File: config.mk
export PLATFORM = sky130hd
export DESIGN_NAME = jesd_link_test_pattern_gen
export DESIGN_NICKNAME = d
export VERILOG_FILES = /design/src/hw/jesd_link_test_pattern_gen.v
export VERILOG_INCLUDE_DIRS = /design/src /design/src/hw
export SDC_FILE = /design/constraint.sdc
export NUM_CORES = 1
export LEC_CHECK = 0
export BUFFER_PORTS_ARGS = -buffer_cell sky130_fd_sc_hd__buf_2
export CORE_MARGIN = 2
export CORE_UTILIZATION = 50
export DETAILED_ROUTE_END_ITERATION = 7
export PLACE_DENSITY = 0.75
export SETUP_SLACK_MARGIN = 0.1
export SLEW_MARGIN = 20
export SYNTH_ARGS = -nofsm -noshare
export SYNTH_HDL_FRONTEND = slang
export SYNTH_SLANG_ARGS = --single-unit
File: constraint.sdc
create_clock -name clk -period 7.6 [get_ports clk]
set_clock_uncertainty 0.1 [all_clocks]
set_input_delay 1.14 -clock clk [delete_from_list [all_inputs] [get_ports clk]]
set_output_delay 1.14 -clock clk [all_outputs]
set_load 0.02 [all_outputs]
File: src/hw/pattern_gen_map.vh
// Purpose : Named constants for the link test pattern generator.
// Assumes : Included by hw/jesd_link_test_pattern_gen.v only.
// Notes   : Stream starts for the two main PRBS orders are given as the first
//           stream bits, MSB first, so that the first word matches the tables.
`ifndef PATTERN_GEN_MAP_VH
`define PATTERN_GEN_MAP_VH

// ------------------------------------------------------------
// Pattern selection codes
// ------------------------------------------------------------
`define TP_OFF        4'h0
`define TP_CHECKER    4'h1
`define TP_TOGGLE     4'h2
`define TP_PRBS31     4'h3
`define TP_PRBS23     4'h4
`define TP_PRBS15     4'h5
`define TP_PRBS9      4'h6
`define TP_PRBS7      4'h7
`define TP_RAMP       4'h8
`define TP_USER_REP   4'he
`define TP_USER_ONE   4'hf

// ------------------------------------------------------------
// Injection points, widths and user word alignment
// ------------------------------------------------------------
`define PT_SAMPLE     2'h0
`define PT_PHY        2'h1
`define PT_SCRAMBLER  2'h2
`define W_SAMPLE      5'h10
`define W_PHY         5'h0a
`define W_SCRAMBLER   5'h08
`define SH_SAMPLE     4'h0
`define SH_PHY        4'h6
`define SH_SCRAMBLER  4'h9
`define SLOTS_LAST    2'h3

// ------------------------------------------------------------
// Fixed words
// ------------------------------------------------------------
`define CHECK_A       16'h5555
`define CHECK_B       16'haaaa
`define ALL_ONES      16'hffff
`define ZERO_WORD     16'h0000
`define USER_DONE     3'h4

// ------------------------------------------------------------
// PRBS orders, taps and starting states
// ------------------------------------------------------------
`define ORD31         5'h1f
`define TAP31         5'h1c
`define SEED31        31'h0003afff
`define ORD23         5'h17
`define TAP23         5'h12
`define SEED23        31'h007fae00
`define ORD15         5'h0f
`define TAP15         5'h0e
`define SEED15        31'h000003af
`define ORD9          5'h09
`define TAP9          5'h05
`define SEED9         31'h00000092
`define ORD7          5'h07
`define TAP7          5'h06
`define SEED7         31'h00000007

// ------------------------------------------------------------
// Data link layer test modes
// ------------------------------------------------------------
`define LT_OFF        3'h0
`define LT_D21_5      3'h1
`define LT_K28_5      3'h2
`define CODE_D21_5    8'hb5
`define CODE_K28_5    8'hbc

`endif
File: src/hw/jesd_link_test_pattern_gen.v
// Purpose : Test pattern injection for the converter's serial link datapath.
// Assumes : All inputs synchronous to clk; configuration held by a serial
//           control port outside this block and presented here as ports.
// Notes   : One shared generator serves whichever injection point is selected.
//           Sync request is passed through untouched; masking it during link
//           tests is left to the controller, as is the soft reset that restarts a
//           test. Injection point 3 sizes words like the sample point but
//           injects nowhere.
//
// Overview of operation
// - Point 00: 16-bit words at sample input, four slots per frame, step per frame
// - Point 01: 10-bit symbols at physical layer input, one step per symbol
// - Point 10: 8-bit octets ahead of scrambler, one step per octet
// - Checkerboard 0x5555/0xAAAA style and toggle zeros/ones, at injection width
// - Ramp adds one per step and wraps at injection width
// - PRBS order 9 sample words start 0x496F, 0xC9A9, 0x980C, 0x651A, 0x5FD1
// - PRBS order 23 sample words start 0xFF5C, 0x0029, 0xB80A, 0x3D72, 0x9B26
// - Physical layer symbols for both PRBS orders follow the same bitstream
// - Scrambler octets for both PRBS orders follow the same bitstream
// - User repeat cycles the four user words in order, forever
// - User words use bits 15:0, 15:6 or 15:9 depending on point
// - User single sends four user words once, then zeros
// - Three-bit field selects data link layer test modes
// - Link layer codes 1 and 2 send the standard's D21.5 and K28.5 characters
// - Configuration bytes are written and read through the serial control port
// - Four-bit field selects off, checker, toggle, PRBS orders, ramp, user modes
// - Four 16-bit user words come from eight configuration bytes
`timescale 1ns/1ps
`include "pattern_gen_map.vh"

module jesd_link_test_pattern_gen (
	input  wire        clk,
	input  wire        rst,
	input  wire [3:0]  test_mode,
	input  wire [1:0]  inject_point,
	input  wire [2:0]  link_test_mode,
	input  wire        soft_reset,
	input  wire [15:0] user_pattern_word0,
	input  wire [15:0] user_pattern_word1,
	input  wire [15:0] user_pattern_word2,
	input  wire [15:0] user_pattern_word3,
	input  wire        link_sync_request_in,
	input  wire [15:0] sample_in,
	input  wire        sample_in_valid,
	input  wire [9:0]  phy_in,
	input  wire        phy_in_valid,
	input  wire [7:0]  scr_in,
	input  wire        scr_in_valid,
	output reg  [15:0] sample_out,
	output reg         sample_out_valid,
	output reg  [9:0]  phy_out,
	output reg         phy_out_valid,
	output reg  [7:0]  scr_out,
	output reg         scr_out_valid,
	output reg         scr_out_is_k,
	output reg         link_sync_request_out,
	output reg         test_active
);

	// ------------------------------------------------------------
	// Helper functions
	// ------------------------------------------------------------

	// Runs a Fibonacci LFSR n steps; the next stream bit is the MSB of the
	// order-wide state. Returns {word (right aligned), new state}.
	function [46:0] prbs_run;
		input [30:0] st;
		input [4:0]  ord;
		input [4:0]  tap;
		input [4:0]  n;
		reg   [30:0] s;
		reg   [15:0] w;
		reg          b;
		integer      i;
		begin
			s = st;
			w = `ZERO_WORD;
			for (i = 0; i < 16; i = i + 1) begin
				if (i < n) begin
					b = s[ord - 5'h01];
					w = {w[14:0], b};
					s = {s[29:0], b ^ s[tap - 5'h01]};
					s = s & ((31'h1 << ord) - 31'h1);
				end
			end
			prbs_run = {w, s};
		end
	endfunction

	// Order, tap and start state per selection code
	function [40:0] prbs_cfg;
		input [3:0] mode;
		begin
			case (mode)
				`TP_PRBS31: prbs_cfg = {`ORD31, `TAP31, `SEED31};
				`TP_PRBS23: prbs_cfg = {`ORD23, `TAP23, `SEED23};
				`TP_PRBS15: prbs_cfg = {`ORD15, `TAP15, `SEED15};
				`TP_PRBS7:  prbs_cfg = {`ORD7, `TAP7, `SEED7};
				default:    prbs_cfg = {`ORD9, `TAP9, `SEED9};
			endcase
		end
	endfunction

	// Decoded once per point; keeps the three output muxes in step
	function injecting;
		input [3:0] mode;
		input [1:0] pt;
		input [1:0] here;
		begin
			injecting = (mode != `TP_OFF) && (pt == here);
		end
	endfunction

	// ------------------------------------------------------------
	// Configuration decode
	// ------------------------------------------------------------
	reg  [3:0]  mode_q;
	reg  [1:0]  point_q;
	reg  [30:0] prbs_q;
	reg  [15:0] ramp_q;
	reg         phase_q;
	reg  [2:0]  user_idx_q;
	reg  [1:0]  slot_q;

	wire        gen_on    = (test_mode != `TP_OFF);
	wire        is_prbs   = (test_mode >= `TP_PRBS31) && (test_mode <= `TP_PRBS7);
	wire [40:0] pcfg      = prbs_cfg(test_mode);
	wire [4:0]  prbs_ord  = pcfg[40:36];
	wire [4:0]  prbs_tap  = pcfg[35:31];
	wire [30:0] prbs_seed = pcfg[30:0];
	// Any change of pattern or point, or a soft reset, restarts every generator
	wire        restart   = soft_reset || (test_mode != mode_q)
	                        || (inject_point != point_q);

	// Width and user alignment of the selected point
	// Sample steps once per frame of four slots; phy and scrambler points on every valid; point 3 never steps
	reg  [4:0]  width;
	reg  [3:0]  user_sh;
	reg         step;
	always @* begin
		case (inject_point)
			`PT_PHY: begin
				width   = `W_PHY;
				user_sh = `SH_PHY;
				step    = phy_in_valid;
			end
			`PT_SCRAMBLER: begin
				width   = `W_SCRAMBLER;
				user_sh = `SH_SCRAMBLER;
				step    = scr_in_valid;
			end
			default: begin
				width   = `W_SAMPLE;
				user_sh = `SH_SAMPLE;
				step    = sample_in_valid && (slot_q == `SLOTS_LAST);
			end
		endcase
	end

	// ------------------------------------------------------------
	// Pattern word
	// ------------------------------------------------------------
	wire [46:0] prbs_res = prbs_run(prbs_q, prbs_ord, prbs_tap, width);
	// A 16-bit point wraps the shift to zero, so bit 4 of the width forces ones
	wire [15:0] mask     = (16'h1 << width[3:0]) - 16'h1 | {16{width[4]}};

	// Selects the pattern word, then trims it to the point's width
	// User words are configuration byte pairs, held outside and seen as ports
	reg  [15:0] user_word;
	reg  [15:0] pat_raw;
	always @* begin
		case (user_idx_q[1:0])
			2'h0:    user_word = user_pattern_word0;
			2'h1:    user_word = user_pattern_word1;
			2'h2:    user_word = user_pattern_word2;
			default: user_word = user_pattern_word3;
		endcase
		case (test_mode)
			`TP_CHECKER:  pat_raw = phase_q ? `CHECK_B : `CHECK_A;
			`TP_TOGGLE:   pat_raw = phase_q ? `ALL_ONES : `ZERO_WORD;
			`TP_RAMP:     pat_raw = ramp_q;
			`TP_USER_REP: pat_raw = user_word >> user_sh;
			`TP_USER_ONE: pat_raw = user_idx_q[2] ? `ZERO_WORD
			                                       : (user_word >> user_sh);
			default:      pat_raw = is_prbs ? prbs_res[46:31] : `ZERO_WORD;
		endcase
	end
	wire [15:0] pat = pat_raw & mask;

	// ------------------------------------------------------------
	// Generator state
	// ------------------------------------------------------------

	// A restart wins over a step in the same cycle, so a fresh pattern always
	// begins at its first value; the word shown that cycle is the old state.
	always @(posedge clk or posedge rst) begin
		if (rst) begin
			mode_q     <= `TP_OFF;
			point_q    <= `PT_SAMPLE;
			prbs_q     <= `SEED9;
			ramp_q     <= `ZERO_WORD;
			phase_q    <= 1'b0;
			user_idx_q <= 3'h0;
			slot_q     <= 2'h0;
		end else begin
			mode_q  <= test_mode;
			point_q <= inject_point;
			if (restart) begin
				prbs_q     <= prbs_seed;
				ramp_q     <= `ZERO_WORD;
				phase_q    <= 1'b0;
				user_idx_q <= 3'h0;
				slot_q     <= 2'h0;
			end else begin
				if (inject_point == `PT_SAMPLE && sample_in_valid) begin
					slot_q <= slot_q + 2'h1;
				end
				if (gen_on && step) begin
					if (is_prbs) begin
						prbs_q <= prbs_res[30:0];
					end
					ramp_q  <= ramp_q + 16'h1;
					phase_q <= ~phase_q;
					if (test_mode == `TP_USER_REP) begin
						user_idx_q <= {1'b0, user_idx_q[1:0] + 2'h1};
					end else if (user_idx_q != `USER_DONE) begin
						user_idx_q <= user_idx_q + 3'h1;
					end
				end
			end
		end
	end

	// ------------------------------------------------------------
	// Injection and link layer test output
	// ------------------------------------------------------------

	// Link layer characters replace the scrambler-input octet; modes that
	// need frame-level sequencing pass the octet stream through.
	// Codes 3 to 7 therefore raise the test flag and also block pattern injection at the scrambler point.
	reg  [7:0] link_octet;
	reg        link_k;
	reg        link_on;
	always @* begin
		case (link_test_mode)
			`LT_D21_5: begin
				link_octet = `CODE_D21_5;
				link_k     = 1'b0;
				link_on    = 1'b1;
			end
			`LT_K28_5: begin
				link_octet = `CODE_K28_5;
				link_k     = 1'b1;
				link_on    = 1'b1;
			end
			default: begin
				link_octet = scr_in;
				link_k     = 1'b0;
				link_on    = (link_test_mode != `LT_OFF);
			end
		endcase
	end

	// Point decode shared by the three output muxes; point 3 matches none
	wire        inj_sample = injecting(test_mode, inject_point, `PT_SAMPLE);
	wire        inj_phy    = injecting(test_mode, inject_point, `PT_PHY);
	wire        inj_scr    = injecting(test_mode, inject_point, `PT_SCRAMBLER);

	// Registered outputs, one cycle behind the inputs
	always @(posedge clk or posedge rst) begin
		if (rst) begin
			sample_out            <= `ZERO_WORD;
			sample_out_valid      <= 1'b0;
			phy_out               <= 10'h000;
			phy_out_valid         <= 1'b0;
			scr_out               <= 8'h00;
			scr_out_valid         <= 1'b0;
			scr_out_is_k          <= 1'b0;
			link_sync_request_out <= 1'b0;
			test_active           <= 1'b0;
		end else begin
			sample_out_valid <= sample_in_valid;
			phy_out_valid    <= phy_in_valid;
			scr_out_valid    <= scr_in_valid;
			sample_out <= inj_sample ? pat : sample_in;
			phy_out    <= inj_phy ? pat[9:0] : phy_in;
			if (link_on) begin
				scr_out      <= link_octet;
				scr_out_is_k <= link_k;
			end else begin
				scr_out      <= inj_scr ? pat[7:0] : scr_in;
				scr_out_is_k <= 1'b0;
			end
			// Controller must have masked sync request during link tests
			link_sync_request_out <= link_sync_request_in;
			test_active           <= gen_on || link_on;
		end
	end

endmodule

==> metrics.md <==
| Metric | Value |
|---|---|
| Post-synth EDFFs | `0` |
| Area delta synth->final | `13.3%` |
| Starting Density | `50.9%` |
| Final setup TNS | `0 ps` |
| Synth top area share | `a little over a quarter` |
| Post-synth ARST share | `100%` |
| Hold WC Path Type | `flop to flop` |
| Fin. Hold Viols | `0` |
| Core area | `about 0.017 mm2` |
| Outcome | `finished, violations left` |
| Critical Path Sink | `phy_out[4]` |
| Worst r2r src | `prbs_q[11]` |
| Post-CTS Resized | `0` |
| Mean routed wirelength per cell | `between 20 and 30 um` |
| Num ports | `around 150` |
| Post-synth top area cell | `dfrtp_1` |
| Startpoint Class | `input pin` |
| Top-count cell post-synth | `nand2_1` |
| Vias in the first global route | `between 9000 and 10000` |
| Synth top cells by count | `150 x nand2_1, 117 x nor2_1, 108 x a21oi_1, 96 x dfrtp_1, 89 x o21ai_0` |
| Final Setup Violations | `0` |
| Worst VDD drop | `between 0.0001 and 0.00015 V` |
| Library cells used by synthesis | `94` |
| Worst Reg-to-Reg Cells | `11` |
| XOR/XNOR share of the synthesized area | `under 10%` |
| Final net count | `1382` |
| Slew margin rel. | `33.9%` |
| Synth Instances | `1156` |
| Leakage Power | `about 4.2 nW` |
| WP data arrival | `roughly 6400 ps` |
| Area contributors post-synth | `dfrtp_1 27%, nand2_1 6.4%, a21oi_1 6.2%, o21ai_0 5.1%, nor2_1 5.0%` |
| R2R Setup Slk | `3320 ps` |
| Yosys warning count | `0` |
| Clock root buffer | `clkbuf_16` |
| Std-Cell Rows | `between 40 and 50` |
| Reg2Reg Capture Point | `phy_out[4]` |
| CTS tree | `done` |
| Crit. Startpoint | `test_mode[3]` |
| Max-capacitance violation count | `0` |
| RSZ-0062 raised after global routing | `false` |
| Register area share after synthesis | `between 20% and 30%` |
| DP Wirelength | `27500 um` |
| Clk sinks | `99` |
| Largest net degree at the start of global routing | `between 60 and 70` |
| Routed vias/inst | `6.92` |
| Failing checks | `design-rule violations` |
| GPL Wtd Cong | `1.07` |
| Filler cells | `between 1500 and 2000` |
| CTS buffer count | `9` |
| Measured slew at the worst slew-check pin | `981 ps` |
| Power Density | `about 160 mW/mm2` |
| Crit-path max FO | `28` |
| DRC | `4` |
| CTS Hold Bufs | `0` |
| DRT Pass-1 Iters | `8` |
| Synth Cell Area | `0.00877 mm2` |
| GR Overflow Total | `0` |
| Min Tclk post-route | `6300 ps` |
| Die Y-Extent | `roughly 140 um` |
| Post-synthesis compound-gate area fraction | `between 30% and 40%` |
| Kind of critical path | `input pin to flop` |
| Port Buf Inserts | `between 150 and 200` |
| Total power | `between 0.0015 and 0.002 W` |
| Clock slew at reported path FFs | `about 90 ps` |
| F_max | `~160 MHz` |
| Die ar. | `about 0.019 mm2` |
| H-tree levels | `3` |
| Flops & latches, synth | `99` |
| GRT Util Overall | `just over 40%` |
| Clock tree buffer depth | `2` |
| Post-DRT Antenna Nets | `0` |
| Synth Area in Simple Gates | `about 23%` |
| Post-synthesis adder-cell area fraction | `~1.7%` |
| Combinational family with the most area after synthesis | `compound AO/OA/AOI/OAI gates` |
| Drt first-iter violations | `about 1400` |
| Die extent in x | `about 140 um` |
| Initial antenna violation count | `0` |
| Post-Syn Area per Cell | `~7.6 um2` |
| Slew Viols, Final | `0` |
| Clk_lat worst skew | `~370 ps` |
| Final worst path period share | `82.9%` |
| Top_reg_cell synth | `dfrtp_1` |
| Vias | `around 10000` |
| Proportion of layout cells with a drive suffix above 1 | `about a fifth` |
| Syn nets | `about 1300` |
| Worst setup EP type | `flop` |
| Post-synthesis mux area share | `roughly 4.8%` |
| Setup Buffers After CTS | `0` |
| Post-Route WL | `roughly 38000 um` |
| Critical Path RT | `about 7700 ps` |
| First-pass GRT wire length | `56400 um` |
## worst min path at each step
stage	from	to	slack [ps]	cells past startpoint
detailed placement	prbs_q[27]	prbs_q[27]	430	2
global route	prbs_q[29]	prbs_q[29]	470	1
CTS	slot_q[1]	slot_q[1]	450	2
floorplan	prbs_q[27]	prbs_q[27]	360	2
finish	slot_q[1]	slot_q[1]	440	2
global placement	slot_q[1]	slot_q[1]	420	2
## per-layer routing
layer  part of all wire (%)  GRT usage [%]  wire length, um
met1                     40           55.6            15000
met2                     42           58.7            15700
met3                     13           11.2             5050
met4                    4.8           17.9             1820
met5                      0              0                0
## registers in the layout, indices dropped and copies added (netlist names), 2 cells and up
register    flops
point_q         2
sample_out     16
mode_q          4
phy_out        10
slot_q          2
ramp_q         16
user_idx_q      3
prbs_q         31
scr_out         8
## cell families (layout without fill, tap and decap cells)
family                   Yosys count  count (layout)
buffers and inverters            118             223
adder cells (fa/ha/maj)           12              12
XOR/XNOR                          34              34
AO/OA/AOI/OAI                    432             432
multiplexers                      38              38
flip-flops                        99              99
other                              1               2
AND/OR/NAND/NOR                  422             422
## through the flow
stage / instance area [um2] / instances / utilization (%) / setup WS [ps] / hold slack, ps
after detailed placement: 9620 / 1470 / 55.8 / 1140 / 434
after global routing: 9930 / 1486 / 57.6 / 1060 / 469
after CTS: 9930 / 1486 / 57.6 / 1530 / 449
after floorplan: 8770 / 1156 / - / 3050 / 361
after global placement: 9620 / 1470 / 55.8 / 1230 / 418
final: 9930 / 1487 / 57.6 / 1300 / 442
## cells in the final DEF (no fill, tap or decap), types with 13 or more instances in the layout
master / count
xnor2_1: 17
nor3_1: 26
buf_4: 27
a22oi_1: 15
a211oi_1: 16
nand3_1: 33
mux2i_1: 20
xor2_1: 17
mux2_2: 16
buf_2: 153
nor2_1: 117
nand2_1: 150
inv_1: 26
a21oi_1: 108
dfrtp_1: 96
a222oi_1: 17
o22ai_1: 21
o21ai_0: 89
a31oi_1: 19
nand2b_1: 13
## area by class of cell
cell class              count  area [um2]  share of cell area [%]
diodes                      1        2.50                  0.0252
clock buffers               9         225                    2.27
clock inverters             7        91.3                   0.919
inverters                  27         104                    1.05
multi-input cells         939        5780                    58.2
flip-flops and latches     99        2480                    25.0
well taps                 225         282                    2.83
repair buffers            180         968                    9.75
## critical path: stages
cell	delay, ps
buf_2	490
and4b_1	440
inv_1	200
ha_1	540
nor2b_1	200
buf_4	170
nand2_1	70
a222oi_1	680
o31ai_1	220
nand2_2	210
o21ai_1	180
a21oi_2	330
nor2b_1	80
o221ai_1	450
o22ai_1	170
a2111oi_2	640
o21ai_0	190
## report_power, final
part,switching (W),internal (W),leakage (nW),total (W)
clock,0.000259,0.000239,0.154,0.000498
combinational,0.000337,0.000176,2.76,0.000513
sequential,0.0000237,0.000550,1.27,0.000574
total,0.000620,0.000965,4.18,0.00158
Power figures use the tool's default switching activity.
